<file path="config.mk">
export PLATFORM = sky130hd
export DESIGN_NAME = acc_comparator_control
export DESIGN_NICKNAME = d
export VERILOG_FILES = /design/src/acc_pkg.sv /design/src/acc_comparator_control.sv
export SDC_FILE = /design/constraint.sdc
export NUM_CORES = 1
export LEC_CHECK = 0
export BUFFER_PORTS_ARGS = -buffer_cell sky130_fd_sc_hd__buf_4
export CELL_PAD_IN_SITES_DETAIL_PLACEMENT = 1
export CELL_PAD_IN_SITES_GLOBAL_PLACEMENT = 1
export CORE_ASPECT_RATIO = 0.9
export CORE_MARGIN = 3
export CORE_UTILIZATION = 33
export CTS_BUF_LIST = sky130_fd_sc_hd__clkbuf_16
export CTS_CLUSTER_DIAMETER = 120
export DETAILED_ROUTE_END_ITERATION = 8
export PLACE_DENSITY_LB_ADDON = 0.25
export SYNTH_ARGS = -nofsm -noshare
export SYNTH_HDL_FRONTEND = slang
export SYNTH_SLANG_ARGS = --single-unit
</file>
<file path="constraint.sdc">
create_clock -name mclk -period 1.75 [get_ports mclk]
set_input_delay 0.0875 -clock mclk [delete_from_list [all_inputs] [get_ports mclk]]
set_output_delay 0.0875 -clock mclk [all_outputs]
set_load 0.1 [all_outputs]
</file>
<file path="src/acc_pkg.sv">
// package for the analog comparator control block: register map, fields, carriers
package acc_pkg;
   // register byte offsets on the apb bus
   localparam logic [11:0] ADDR_CONTROL = 12'h000;
   localparam logic [11:0] ADDR_REF_SETUP = 12'h004;
   // comparator_control fields
   localparam int CTL_ENABLE = 7;
   localparam int CTL_RESULT = 6;
   localparam int CTL_TIMER_SAMPLE = 5;
   localparam int CTL_INVERT = 4;
   localparam int CTL_MINUS_HI = 3;
   localparam int CTL_MINUS_LO = 1;
   localparam int CTL_PLUS = 0;
   localparam logic [7:0] CTL_WRITE_MASK = 8'hBF;
   localparam logic [7:0] CTL_RESET = 8'h00;
   // comparator_reference_setup fields
   localparam int REF_PIN_OUT = 7;
   localparam int REF_WAKE_EN = 6;
   localparam int REF_RANGE_HI = 5;
   localparam int REF_RANGE_LO = 4;
   localparam int REF_STEP_HI = 3;
   localparam logic [7:0] REF_RESET = 8'h00;
   // minus input selections
   typedef enum logic [2:0] {
      ACC_MINUS_PIN_A = 3'h0,
      ACC_MINUS_PLUS_PIN = 3'h1,
      ACC_MINUS_BANDGAP = 3'h2,
      ACC_MINUS_LADDER = 3'h3,
      ACC_MINUS_PIN_C = 3'h4,
      ACC_MINUS_PIN_D = 3'h5
   } acc_minus_e;
   // ladder ranges: ratio = (step + offset) / denominator
   typedef enum logic [1:0] {
      ACC_RANGE_A = 2'h0,
      ACC_RANGE_B = 2'h1,
      ACC_RANGE_C = 2'h2,
      ACC_RANGE_D = 2'h3
   } acc_range_e;
   localparam logic [4:0] LAD_OFS_HIGH = 5'h09;
   localparam logic [4:0] LAD_OFS_LOW = 5'h01;
   localparam logic [5:0] LAD_DEN_A = 6'h20;
   localparam logic [5:0] LAD_DEN_B = 6'h18;
   localparam logic [5:0] LAD_DEN_C = 6'h28;
   localparam logic [5:0] LAD_DEN_D = 6'h20;
   // setup sent to the analog front end
   typedef struct packed {
      logic enable;
      acc_minus_e minusSel;
      logic plusSelPin;
      acc_range_e range;
      logic [3:0] step;
      logic [4:0] ratioNum;
      logic [5:0] ratioDen;
   } acc_analog_s;
   // apb request carrier
   typedef struct packed {
      logic psel;
      logic penable;
      logic pwrite;
      logic [11:0] paddr;
      logic [31:0] pwdata;
   } acc_apb_req_s;
endpackage

</file>
<file path="src/acc_comparator_control.sv">
// analog comparator control: apb registers, result path, pin drive, interrupt and wake requests
//
// Functional notes
// - minus input picked from six sources by control bits 3..1.
// - plus input is ladder when control bit 0 is 0, pin when 1.
// - result polarity inverted while control bit 4 is set.
// - result drives output pin directly, or is sampled on timer clock tick.
// - rising edges of the result raise an interrupt request pulse.
// - control bit 7 enables the comparator; 0x80 gives pin-a minus, ladder plus.
// - range 00 gives ladder ratio (n+9)/32.
// - range 10 gives ratio (n+9)/40; minus code 011 picks the ladder.
// - wake request only when enable and wake-enable bits are both set.
`timescale 1ns/100ps
`default_nettype none
module acc_comparator_control
(
   input wire logic mclk,
   input wire logic arst_n,
   input wire acc_pkg::acc_apb_req_s apbReq,
   output logic [31:0] prdata,
   output logic pready,
   output logic pslverr,
   input wire logic compRaw,
   input wire logic timer_b_sample_clock,
   input wire logic powerSave,
   output acc_pkg::acc_analog_s analogSetup,
   output logic comparator_output_pin,
   output logic comparatorPinOe,
   output logic compIrq,
   output logic wakeReq
);
   logic [7:0] ctlReg;
   logic [7:0] refReg;
   logic compMeta;
   logic compSync;
   logic heldResult;
   logic resultPrev;
   wire setupPhase = apbReq.psel && !apbReq.penable;
   wire accessDone = apbReq.psel && apbReq.penable && pready;
   // address decode
   wire hitCtl = (apbReq.paddr == acc_pkg::ADDR_CONTROL);
   wire hitRef = (apbReq.paddr == acc_pkg::ADDR_REF_SETUP);
   wire hitAny = hitCtl || hitRef;
   wire wrCtl = accessDone && apbReq.pwrite && hitCtl;
   wire wrRef = accessDone && apbReq.pwrite && hitRef;
   // result path
   wire compEnable = ctlReg[acc_pkg::CTL_ENABLE];
   wire polarResult = compSync ^ ctlReg[acc_pkg::CTL_INVERT];
   wire liveResult = compEnable && polarResult;
   wire timerMode = ctlReg[acc_pkg::CTL_TIMER_SAMPLE];
   wire next_heldResult = timer_b_sample_clock ? liveResult : heldResult;
   wire curResult = timerMode ? heldResult : liveResult;
   wire resultEdge = curResult && !resultPrev;
   // control register read view with the current result (held sample in timer mode)
   wire [7:0] ctlView = {ctlReg[7], curResult, ctlReg[5:0]};
   wire [7:0] next_ctl = apbReq.pwdata[7:0] & acc_pkg::CTL_WRITE_MASK;
   wire [7:0] readByte = hitCtl ? ctlView : (hitRef ? refReg : 8'h00);
   // ladder ratio for the selected range
   wire [1:0] rangeCode = refReg[acc_pkg::REF_RANGE_HI:acc_pkg::REF_RANGE_LO];
   wire [3:0] stepCode = refReg[acc_pkg::REF_STEP_HI:0];
   wire lowOfs = rangeCode[0];
   wire [4:0] next_num = {1'b0, stepCode} + (lowOfs ? acc_pkg::LAD_OFS_LOW
                                                    : acc_pkg::LAD_OFS_HIGH);
   logic [5:0] next_den;
   // denominator per range code
   always_comb
   begin
      case (acc_pkg::acc_range_e'(rangeCode))
         acc_pkg::ACC_RANGE_A: next_den = acc_pkg::LAD_DEN_A;
         acc_pkg::ACC_RANGE_B: next_den = acc_pkg::LAD_DEN_B;
         acc_pkg::ACC_RANGE_C: next_den = acc_pkg::LAD_DEN_C;
         default: next_den = acc_pkg::LAD_DEN_D;
      endcase
   end
   acc_pkg::acc_analog_s next_setup;
   // analog front end setup assembled from the registers
   always_comb
   begin
      next_setup.enable = compEnable;
      next_setup.minusSel = acc_pkg::acc_minus_e'(
         ctlReg[acc_pkg::CTL_MINUS_HI:acc_pkg::CTL_MINUS_LO]);
      next_setup.plusSelPin = ctlReg[acc_pkg::CTL_PLUS];
      next_setup.range = acc_pkg::acc_range_e'(rangeCode);
      next_setup.step = stepCode;
      next_setup.ratioNum = next_num;
      next_setup.ratioDen = next_den;
   end
   // two-flop synchroniser for the analog result
   always_ff @(posedge mclk or negedge arst_n)
   begin
      if (!arst_n)
      begin
         compMeta <= 1'b0;
         compSync <= 1'b0;
      end
      else
      begin
         compMeta <= compRaw;
         compSync <= compMeta;
      end
   end
   // registers, written at the completing access edge
   always_ff @(posedge mclk or negedge arst_n)
   begin
      if (!arst_n)
      begin
         ctlReg <= acc_pkg::CTL_RESET;
         refReg <= acc_pkg::REF_RESET;
      end
      else
      begin
         if (wrCtl)
            ctlReg <= next_ctl;
         if (wrRef)
            refReg <= apbReq.pwdata[7:0];
      end
   end
   // apb answer: ready one cycle after setup
   always_ff @(posedge mclk or negedge arst_n)
   begin
      if (!arst_n)
      begin
         pready <= 1'b0;
         pslverr <= 1'b0;
         prdata <= 32'h0000_0000;
      end
      else
      begin
         pready <= setupPhase;
         pslverr <= setupPhase && !hitAny;
         prdata <= setupPhase ? {24'h000000, readByte} : 32'h0000_0000;
      end
   end
   // result sampling, pin drive and event pulses
   always_ff @(posedge mclk or negedge arst_n)
   begin
      if (!arst_n)
      begin
         heldResult <= 1'b0;
         resultPrev <= 1'b0;
         comparator_output_pin <= 1'b0;
         comparatorPinOe <= 1'b0;
         compIrq <= 1'b0;
         wakeReq <= 1'b0;
         analogSetup <= '0;
      end
      else
      begin
         heldResult <= next_heldResult;
         resultPrev <= curResult;
         comparator_output_pin <= curResult;
         comparatorPinOe <= refReg[acc_pkg::REF_PIN_OUT];
         compIrq <= resultEdge;
         wakeReq <= resultEdge && powerSave && compEnable
                    && refReg[acc_pkg::REF_WAKE_EN];
         analogSetup <= next_setup;
      end
   end
   // checks
   property p_minus_sel;
      @(posedge mclk) disable iff (!arst_n)
      wrCtl |=> ##1 (analogSetup.minusSel == $past(apbReq.pwdata[3:1], 2));
   endproperty
   a_minus_sel: assert property (p_minus_sel) else $error("minus select wrong");
   property p_plus_sel;
      @(posedge mclk) disable iff (!arst_n)
      wrCtl |=> ##1 (analogSetup.plusSelPin == $past(apbReq.pwdata[0], 2));
   endproperty
   a_plus_sel: assert property (p_plus_sel) else $error("plus select wrong");
   property p_invert;
      @(posedge mclk) disable iff (!arst_n)
      (compEnable && !timerMode) |=>
         (comparator_output_pin == ($past(compSync) ^ $past(ctlReg[acc_pkg::CTL_INVERT])));
   endproperty
   a_invert: assert property (p_invert) else $error("result polarity wrong");
   property p_pin_follow;
      @(posedge mclk) disable iff (!arst_n)
      1'b1 |=> (comparator_output_pin == $past(curResult));
   endproperty
   a_pin_follow: assert property (p_pin_follow) else $error("pin not following result");
   property p_timer_hold;
      @(posedge mclk) disable iff (!arst_n)
      (timerMode && !timer_b_sample_clock) |=> $stable(heldResult);
   endproperty
   a_timer_hold: assert property (p_timer_hold) else $error("sample moved without tick");
   property p_irq;
      @(posedge mclk) disable iff (!arst_n)
      compIrq |-> ($past(curResult) && !$past(resultPrev));
   endproperty
   a_irq: assert property (p_irq) else $error("interrupt without rising result");
   property p_ratio_a;
      @(posedge mclk) disable iff (!arst_n)
      (rangeCode == 2'h0) |=> (analogSetup.ratioDen == 6'h20)
         && (analogSetup.ratioNum == 5'($past(stepCode)) + 5'h09);
   endproperty
   a_ratio_a: assert property (p_ratio_a) else $error("range 00 ratio wrong");
   property p_ratio_c;
      @(posedge mclk) disable iff (!arst_n)
      (rangeCode == 2'h2) |=> (analogSetup.ratioDen == 6'h28)
         && (analogSetup.ratioNum == 5'($past(stepCode)) + 5'h09);
   endproperty
   a_ratio_c: assert property (p_ratio_c) else $error("range 10 ratio wrong");
   property p_enable;
      @(posedge mclk) disable iff (!arst_n)
      !compEnable |-> ##2 (!analogSetup.enable || ctlReg[7]);
   endproperty
   a_enable: assert property (p_enable) else $error("enable not reflected");
   property p_wake;
      @(posedge mclk) disable iff (!arst_n)
      wakeReq |-> ($past(compEnable) && $past(refReg[6]) && $past(powerSave));
   endproperty
   a_wake: assert property (p_wake) else $error("wake without both enables");
   property p_result_ro;
      @(posedge mclk) disable iff (!arst_n)
      wrCtl |=> (ctlReg[6] == 1'b0);
   endproperty
   a_result_ro: assert property (p_result_ro) else $error("result bit was stored");
endmodule
`default_nettype wire

</file>
-- Word-level counts from Yosys, hierarchy flattened
Cells that the tools add are included.
- bits in registers: 54
- input port bits: 52
- output and inout bits: 60
- logic and storage cells: 47
- add/subtract/negate cells: 1
- eq/ne operators: 3
- muxes and demuxes: 6
- bitwise gates (word level): 1
- reductions and logical operators: 17
- operators with widths (cell ; count):
    $mux 8 ; 3
    $eq 12x3->1 const B ; 1
    $logic_and 1x1->1 ; 12
    $logic_not 12->1 ; 1
    $pmux 6 s2 ; 1
    $add 4x4->5 ; 1
    $mux 4 ; 1
    $logic_not 1->1 ; 3
    $eq 2x1->1 const B ; 1
    $eq 2x2->1 const B ; 1
    $logic_or 1x1->1 ; 1
    $mux 1 ; 1
    $xor 1x1->1 ; 1

-- Depth between registers and ports, before layout
Gate-level depths: netlist of the first run.
- depth in word-level cells: 7
- gate-level depth with buffers: 4
- gate-level depth less buffers: 4

-- Worst setup path after synthesis of the first run
No wires, ideal clock.
- kind: register to register
- from: register pready
- to: register refReg[0]
- library setup time: 0.125 ns
- arrival time: 2.106 ns
- data required time: 1.625 ns
- setup slack: -0.481 ns
- cell stages (with the launch flop): 4
- buffers on the path: 0
- period minus slack after synthesis: 2.231 ns
- cell sequence: dfrtp_1 > nand4_1 > nor4_4 > mux2_2
- longest elaborated chain between the ends: 3
- RTL lines (element ; RTL line ; RTL):
    from (decl) ; acc_comparator_control.sv:21 ; output logic pready,
    from (signal assigned) ; acc_comparator_control.sv:129 ; pready <= setupPhase;
    $logic_and 1x1->1 ; acc_comparator_control.sv:39 ; wire accessDone = apbReq.psel && apbReq.penable && pready;
    $logic_and 1x1->1 (2 in series) ; acc_comparator_control.sv:45 ; wire wrRef = accessDone && apbReq.pwrite && hitRef;
    to (signal assigned) ; acc_comparator_control.sv:108 ; refReg <= acc_pkg::REF_RESET;
    to (signal assigned) ; acc_comparator_control.sv:115 ; refReg <= apbReq.pwdata[7:0];
    to (decl) ; acc_comparator_control.sv:33 ; logic [7:0] refReg;
No other way between the ends.
A chain may end at the register's enable or synchronous reset.

-- Final worst setup path of the first run
- from: input apbReq[36] (netlist name)
- to: register refReg[0]
- longest elaborated chain between the ends: 2
- RTL lines (element ; RTL line ; RTL):
    from (decl) ; acc_comparator_control.sv:19 ; input wire acc_pkg::acc_apb_req_s apbReq,
    $eq 12x3->1 ; acc_comparator_control.sv:42 ; wire hitRef = (apbReq.paddr == acc_pkg::ADDR_REF_SETUP);
    $logic_and 1x1->1 ; acc_comparator_control.sv:45 ;
No other way between the ends.

==> impl_metrics.csv, run 1 <==
group,metric,value,unit
layout,drive_gt1_frac,0.445,
layout,fill_cells,635,
critical_path,critPathTopFamily,"simple AND/OR/NAND/NOR gates",
grt,track_usage,0.122,
die,boundaryPins,112,
yosys,netlist_top_cells_area,"dfrtp_1 62%, buf_4 9.9%, mux2_2 8.2%",
layout,areaGrowthSynthToFinish,32.2,%
yosys,synth-edff-count,0,
clock_tree,cts_resized,0,
die,rows,26,
timing,tightest_slew,0.624,ns
yosys,ys_warn_count,0,
route,drt_iter0_markers,40,
place,dp.cells,282,
place,dp_hpwl,3.07,mm
clock_tree,cts-root-buf,"clkbuf_16",
grt,grt_max_degree,52,
critical_path,crit_path_top_delay_cell,"or4_1",
route,vias,1295,
route,totalWireLength,4.05,mm
critical_path,worst_ep_required_time,1.92,ns
critical_path,rr_startpoint,"pready",
layout,final_cells,290,
timing,finalHoldViolCount,0,
route,remaining_drc_errors,0,
clock_tree,clk_latency,0.29,ns
yosys,syn-instance-count,146,
pwr,vdd_drop_max,0.000355,V
yosys,synth_top_area_share,0.623,
critical_path,r2r_slack,0.27,ns
hold_path,worstHoldStart,"timer_b_sample_clock",
timing,fin_skew,0.00358,ns
die,die_w,89.0,µm
grt,grt_pass1_vias,1316,
grt,grt_overflow,0,
layout,layout.nets,277,
timing,rsz0062_at_grt,"false",
yosys,yosysMostFrequentCell,"dfrtp_1",
clock_tree,cts_tree,"done",
route,ant_nets,0,
die,die_area,7190,µm²
pwr,p_per_area,912,nW/µm²
status,outcome,"finished clean",
pwr,power_leakage,1.44,nW
timing,finalMaxSlewViolations,0,
critical_path,arrival,1.71,ns
yosys,yosysTopAreaCell,"dfrtp_1",
timing,fin_tns_setup,0,ns
critical_path,max_stage_delay,0.64,ns
critical_path,rr_worst_depth,4,
yosys,syn_avg_cell_area,14.0,µm²
critical_path,path_class,"in2reg",
critical_path,worst-path-max-fanout,8,
place,gp_congestion,0.694,
critical_path,path_cells,"buf_4 -> or4_1 -> nor4_4 -> buf_12 -> mux2_2",
yosys,yosysUniqueCellTypes,27,
grt,antenna_found_initial,0,
critical_path,critPathCaptureType,"register",
layout,fin_area,2710,µm²
clock_tree,cts.htree.levels,2,
grt,grt_pass1_wl,6.49,mm
timing,setup_viol,0,
route,viasPerCell,4.47,
yosys,ys_ff_latch,51,
place,portBuffers,60,
timing,fin_crit_sh,0.877,
timing,max_slew_margin,0.584,
yosys,synth_ff_type,"dfrtp_1",
run,maxCapViolations,0,
timing,max_freq,0.652,GHz
hold_path,hold_depth,2,
yosys,yosysSeqAreaShare,0.623,
hold_path,holdPathEnd,"heldResult",
clock_tree,cts_buffers,5,
die,fp.dieH,80.7,µm
yosys,synthesis.area,2050,µm²
yosys,async_flop_share,1.00,
route,first_pass_iters,4,
clock_tree,ctsLongestPathBuffers,2,
timing,holdWs,0.00388,ns
critical_path,startpoint_type,"input port",
clock_tree,cts_hold_buf,2,
layout,diodes,0,
die,start_util,0.350,
clock_tree,cts_sinks,51,
clock_tree,clk_pin_slew_worst_paths,0.06,ns
die,core,5860,µm²
hold_path,min_path_type,"in2reg",
route,wl_per_cell,14.0,µm
critical_path,crit_buf_inv,2,
place,placed_area,2550,µm²
yosys,synth_common_cells,"51 x dfrtp_1, 27 x buf_4, 15 x mux2_2, 9 x inv_1, 7 x a22o_1",
timing,period_minus_slack,1.53,ns
critical_path,reg2reg_to,"refReg[0]",
clock_tree,cts_setup_buffers,0,
-- where the power goes --
part | switching [W] | internal, W | total, W
combinational | 0.000319 | 0.0000547 | 0.000374
clock | 0.000395 | 0.000513 | 0.000908
sequential | 0.00000214 | 0.00118 | 0.00119
total | 0.000716 | 0.00175 | 0.00247
-- flip-flops by register name (all words and copies together) (netlist names) --
name,count
analogSetup,19
compIrq,1
compMeta,1
compSync,1
comparatorPinOe,1
comparator_output_pin,1
ctlReg,7
heldResult,1
prdata,8
pready,1
pslverr,1
refReg,8
wakeReq,1
-- cells by family after synthesis --
group | after synthesis | share of synthesized area
flip-flops | 51 | 0.623
buffers and inverters | 38 | 0.120
AND/OR/NAND/NOR | 23 | 0.0904
multiplexers | 16 | 0.0874
AO/OA/AOI/OAI | 10 | 0.0397
adder cells (fa/ha/maj) | 4 | 0.0244
XOR/XNOR | 3 | 0.0128
other | 1 | 0.00183
-- per-layer routing --
layer | vias up | GRT usage | routed length (µm)
li1 | 591 | - | -
met2 | 65 | 0.194 | 1960
met4 | 0 | 0.0670 | 86
met1 | 632 | 0.157 | 1730
met5 | - | 0 | 0
met3 | 7 | 0.0243 | 278
-- per-stage QoR --
stage | power, W | setup WS (ns) | util
finish | 0.00247 | 0.216 | 0.462
global route | 0.00257 | 0.150 | 0.462
CTS | 0.00250 | 0.197 | 0.462
detailed placement | 0.00158 | -0.106 | 0.436
global placement | 0.00158 | -0.105 | 0.436
floorplan | 0.00154 | 0.00932 | -
-- how the worst max path moves through the flow --
stage                      to  startpoint  cells after the start
floorplan           refReg[0]  apbReq[36]                      4
global route        ctlReg[3]  apbReq[36]                      5
detailed placement  refReg[0]  apbReq[36]                      5
CTS                 refReg[0]  apbReq[36]                      5
finish              refReg[0]  apbReq[36]                      5
global placement    ctlReg[0]  apbReq[36]                      5
-- final cells by class --
cell class / instances / area [µm²] / share of cell area
Clock buffer: 5 / 125 / 0.0462
Clock inverter: 1 / 7.51 / 0.00277
Inverter: 9 / 33.8 / 0.0125
Multi-Input combinational cell: 83 / 623 / 0.230
Sequential cell: 51 / 1280 / 0.473
Tap cell: 70 / 87.6 / 0.0323
Timing Repair Buffer: 71 / 551 / 0.203
-- cell usage in the layout, fill, tap and decap left out, types with 2 or more instances in the layout --
master,Yosys,layout
a22o_1,7,7
mux2_2,15,15
dlygate4sd3_1,0,2
clkbuf_16,0,5
or4_1,4,4
inv_1,9,9
conb_1,1,27
nor4_4,2,2
nand3_1,3,3
xor2_1,2,2
nor3_1,2,2
ha_1,4,4
nor4_2,2,2
nor2_1,3,3
buf_4,27,68
dfrtp_1,51,50
Note: power is estimated with default switching activity, not from simulation.
==> run 2, diff against run 1 <==
--- a/config.mk
+++ b/config.mk
@@ -5,6 +5,7 @@
 export SDC_FILE = /design/constraint.sdc
 export NUM_CORES = 1
 export LEC_CHECK = 0
+export ABC_AREA = 1
 export BUFFER_PORTS_ARGS = -buffer_cell sky130_fd_sc_hd__buf_4
 export CELL_PAD_IN_SITES_DETAIL_PLACEMENT = 1
 export CELL_PAD_IN_SITES_GLOBAL_PLACEMENT = 1
==> impl_metrics.csv, run 2 <==
group,metric,value,unit
yosys,yosysMostFrequentCell,"dfrtp_1",
route,wl_per_cell,13.7,µm
yosys,syn-instance-count,210,
timing,fin_crit_sh,0.828,
route,first_pass_iters,4,
timing,period_minus_slack,1.45,ns
layout,layout.nets,334,
route,viasPerCell,4.30,
timing,rsz0062_at_grt,"false",
critical_path,worst_ep_required_time,1.92,ns
pwr,power_leakage,1.51,nW
critical_path,critPathTopFamily,"simple AND/OR/NAND/NOR gates",
critical_path,worst-path-max-fanout,16,
critical_path,crit_path_top_delay_cell,"dlygate4sd3_1",
yosys,yosysTopAreaCell,"dfrtp_1",
clock_tree,cts_tree,"done",
die,start_util,0.355,
timing,fin_tns_setup,0,ns
timing,finalMaxSlewViolations,0,
clock_tree,clk_latency,0.29,ns
pwr,p_per_area,974,nW/µm²
hold_path,min_path_type,"in2reg",
die,boundaryPins,112,
timing,max_freq,0.690,GHz
run,maxCapViolations,0,
die,die_area,7870,µm²
clock_tree,ctsLongestPathBuffers,2,
critical_path,critPathCaptureType,"register",
grt,grt_overflow,0,
pwr,p_total,0.00284,W
clock_tree,cts.htree.levels,2,
route,drt_iter0_markers,43,
route,met2WireLength,2.53,mm
critical_path,max_stage_delay,0.53,ns
timing,tightest_slew,0.647,ns
layout,drive_gt1_frac,0.387,
yosys,synth_top_area_share,0.566,
route,ant_nets,0,
die,fp.dieH,84.4,µm
yosys,synth_ff_type,"dfrtp_1",
layout,reg.largest.list,"analogSetup x19, prdata x8, refReg x8",
clock_tree,cts_sinks,51,
place,gp_congestion,0.706,
layout,diodes,0,
yosys,syn_avg_cell_area,10.7,µm²
yosys,ys_ff_latch,51,
timing,finalHoldViolCount,0,
die,die_w,93.2,µm
layout,largest_reg_flops,19,
route,vias,1573,
timing,max_slew_margin,0.569,
critical_path,crit_top_cell,"nand2_1",
place,portBuffers,60,
clock_tree,cts_resized,0,
layout,layout_commonest_cell,"buf_4",
critical_path,startpoint_type,"input port",
critical_path,path_class,"in2reg",
route,dr.max_layer_used,"met4",
die,rows,27,
timing,fin_skew,0.00376,ns
clock_tree,clk_pin_slew_worst_paths,0.07,ns
critical_path,arrival,1.61,ns
critical_path,path_cells,"dlygate4sd3_1 -> buf_4 -> nand2_1 -> nor2_4 -> nand3_2 -> nand2_1 -> o21ai_2",
yosys,yosysSeqAreaShare,0.566,
grt,grt_pass1_wl,8.23,mm
clock_tree,cts-root-buf,"clkbuf_16",
place,dp_hpwl,3.64,mm
die,core,6350,µm²
route,route.met3.wl,299,µm
yosys,synth-edff-count,0,
yosys,ys_warn_count,0,
grt,grt_max_degree,52,
grt,antenna_found_initial,0,
route,wirelength_met1,2.14,mm
critical_path,crit_buf_inv,2,
yosys,netlist_top_cells_area,"dfrtp_1 57%, buf_4 9.0%, o21ai_2 5.8%",
route,totalWireLength,5.03,mm
yosys,async_flop_share,1.00,
yosys,synth_common_cells,"51 x dfrtp_1, 27 x buf_4, 26 x nand2_1, 23 x inv_1, 15 x o21ai_2",
status,outcome,"finished clean",
clock_tree,cts_buffers,5,
layout,final_cell_mix,"61 x buf_4, 50 x dfrtp_1, 27 x conb_1",
pwr,vdd_drop_max,0.000420,V
layout,areaGrowthSynthToFinish,29.3,%
grt,grt_pass1_vias,1631,
route,remaining_drc_errors,0,
yosys,yosysUniqueCellTypes,25,
grt,track_usage,0.135,
yosys,synthesis.area,2260,µm²
timing,setup_viol,0,
layout,largest-register,"analogSetup",
[run 2: changes by cell type after synthesis, sizes merged, moves of 4 or more]
cell   delta
o21ai    +15
nand4     +7
mux2     -15
inv      +18
nor4      -4
nor2     +10
nand3    +10
nand2    +31
or4       -4
a21oi     +9
a22o      -7
[run 2: area by class of cell]
type	count	area (µm²)
inverters	28	106
fillers	758	3430
well taps	87	109
repair buffers	65	498
flip-flops and latches	51	1280
clock inverters	3	67.6
multi-input cells	127	734
clock buffers	5	125
[run 2: tightest hold or removal path: cells and delay by family]
family        cells  cell delay [ns]
simple gates      1             0.05
buf+inv           2             0.15
[run 2: final timing paths]
check / startpoint / to / slack, ns / cells past startpoint
worst min register to register: compMeta / compSync / 0.35 / 0
min in group asynchronous: arst_n / analogSetup[8] / 0.37 / 2
worst min-delay path: apbReq[46] / pready / 0.04 / 3
worst max register to register: pready / refReg[4] / 0.40 / 5
max in group asynchronous: arst_n / pready / 0.91 / 2
worst max-delay path: apbReq[45] / refReg[4] / 0.30 / 7
[run 2: cells by family (layout without fill, tap and decap cells)]
| family | count (synthesis) | after routing | synth area share |
|---|---|---|---|
| DFF | 51 | 51 | 0.566 |
| other | 1 | 27 | 0.00166 |
| and+or+nand+nor | 68 | 68 | 0.166 |
| xor gates and xnor gates | 2 | 2 | 0.00777 |
| AOI/OAI and AO/OA | 26 | 26 | 0.0843 |
| buffers and inverters | 58 | 101 | 0.152 |
| adders and majority gates | 4 | 4 | 0.0222 |
[run 2: report_power, final]
part	internal [W]	switching [W]	total, W
clock	0.000819	0.000430	0.00125
sequential	0.00118	0.00000301	0.00119
combinational	0.0000595	0.000347	0.000406
total	0.00206	0.000780	0.00284
[run 2: layer usage]
metal | vias to the layer above | global-route usage
li1 | 753 | -
met5 | - | 0
met1 | 762 | 0.165
met3 | 4 | 0.0394
met2 | 54 | 0.225
met4 | 0 | 0.0519
[run 2: what timing repair did]
item | CTS | global route
hold endpoints to repair | 54 | 0
buffers inserted | 0 | 0
hold buffers | 4 | 0
[run 2: metrics by stage]
step | hold slack (ns) | setup WS, ns | cell area (µm²) | instances | util
floorplan | -0.208 | 0.247 | 2350 | 236 | -
global placement | 0.158 | 0.398 | 2690 | 354 | 0.423
detailed placement | 0.164 | 0.376 | 2690 | 354 | 0.423
CTS | 0.0327 | 0.274 | 2920 | 366 | 0.459
global route | 0.0476 | 0.159 | 2920 | 366 | 0.459
finish | 0.0424 | 0.302 | 2920 | 366 | 0.459
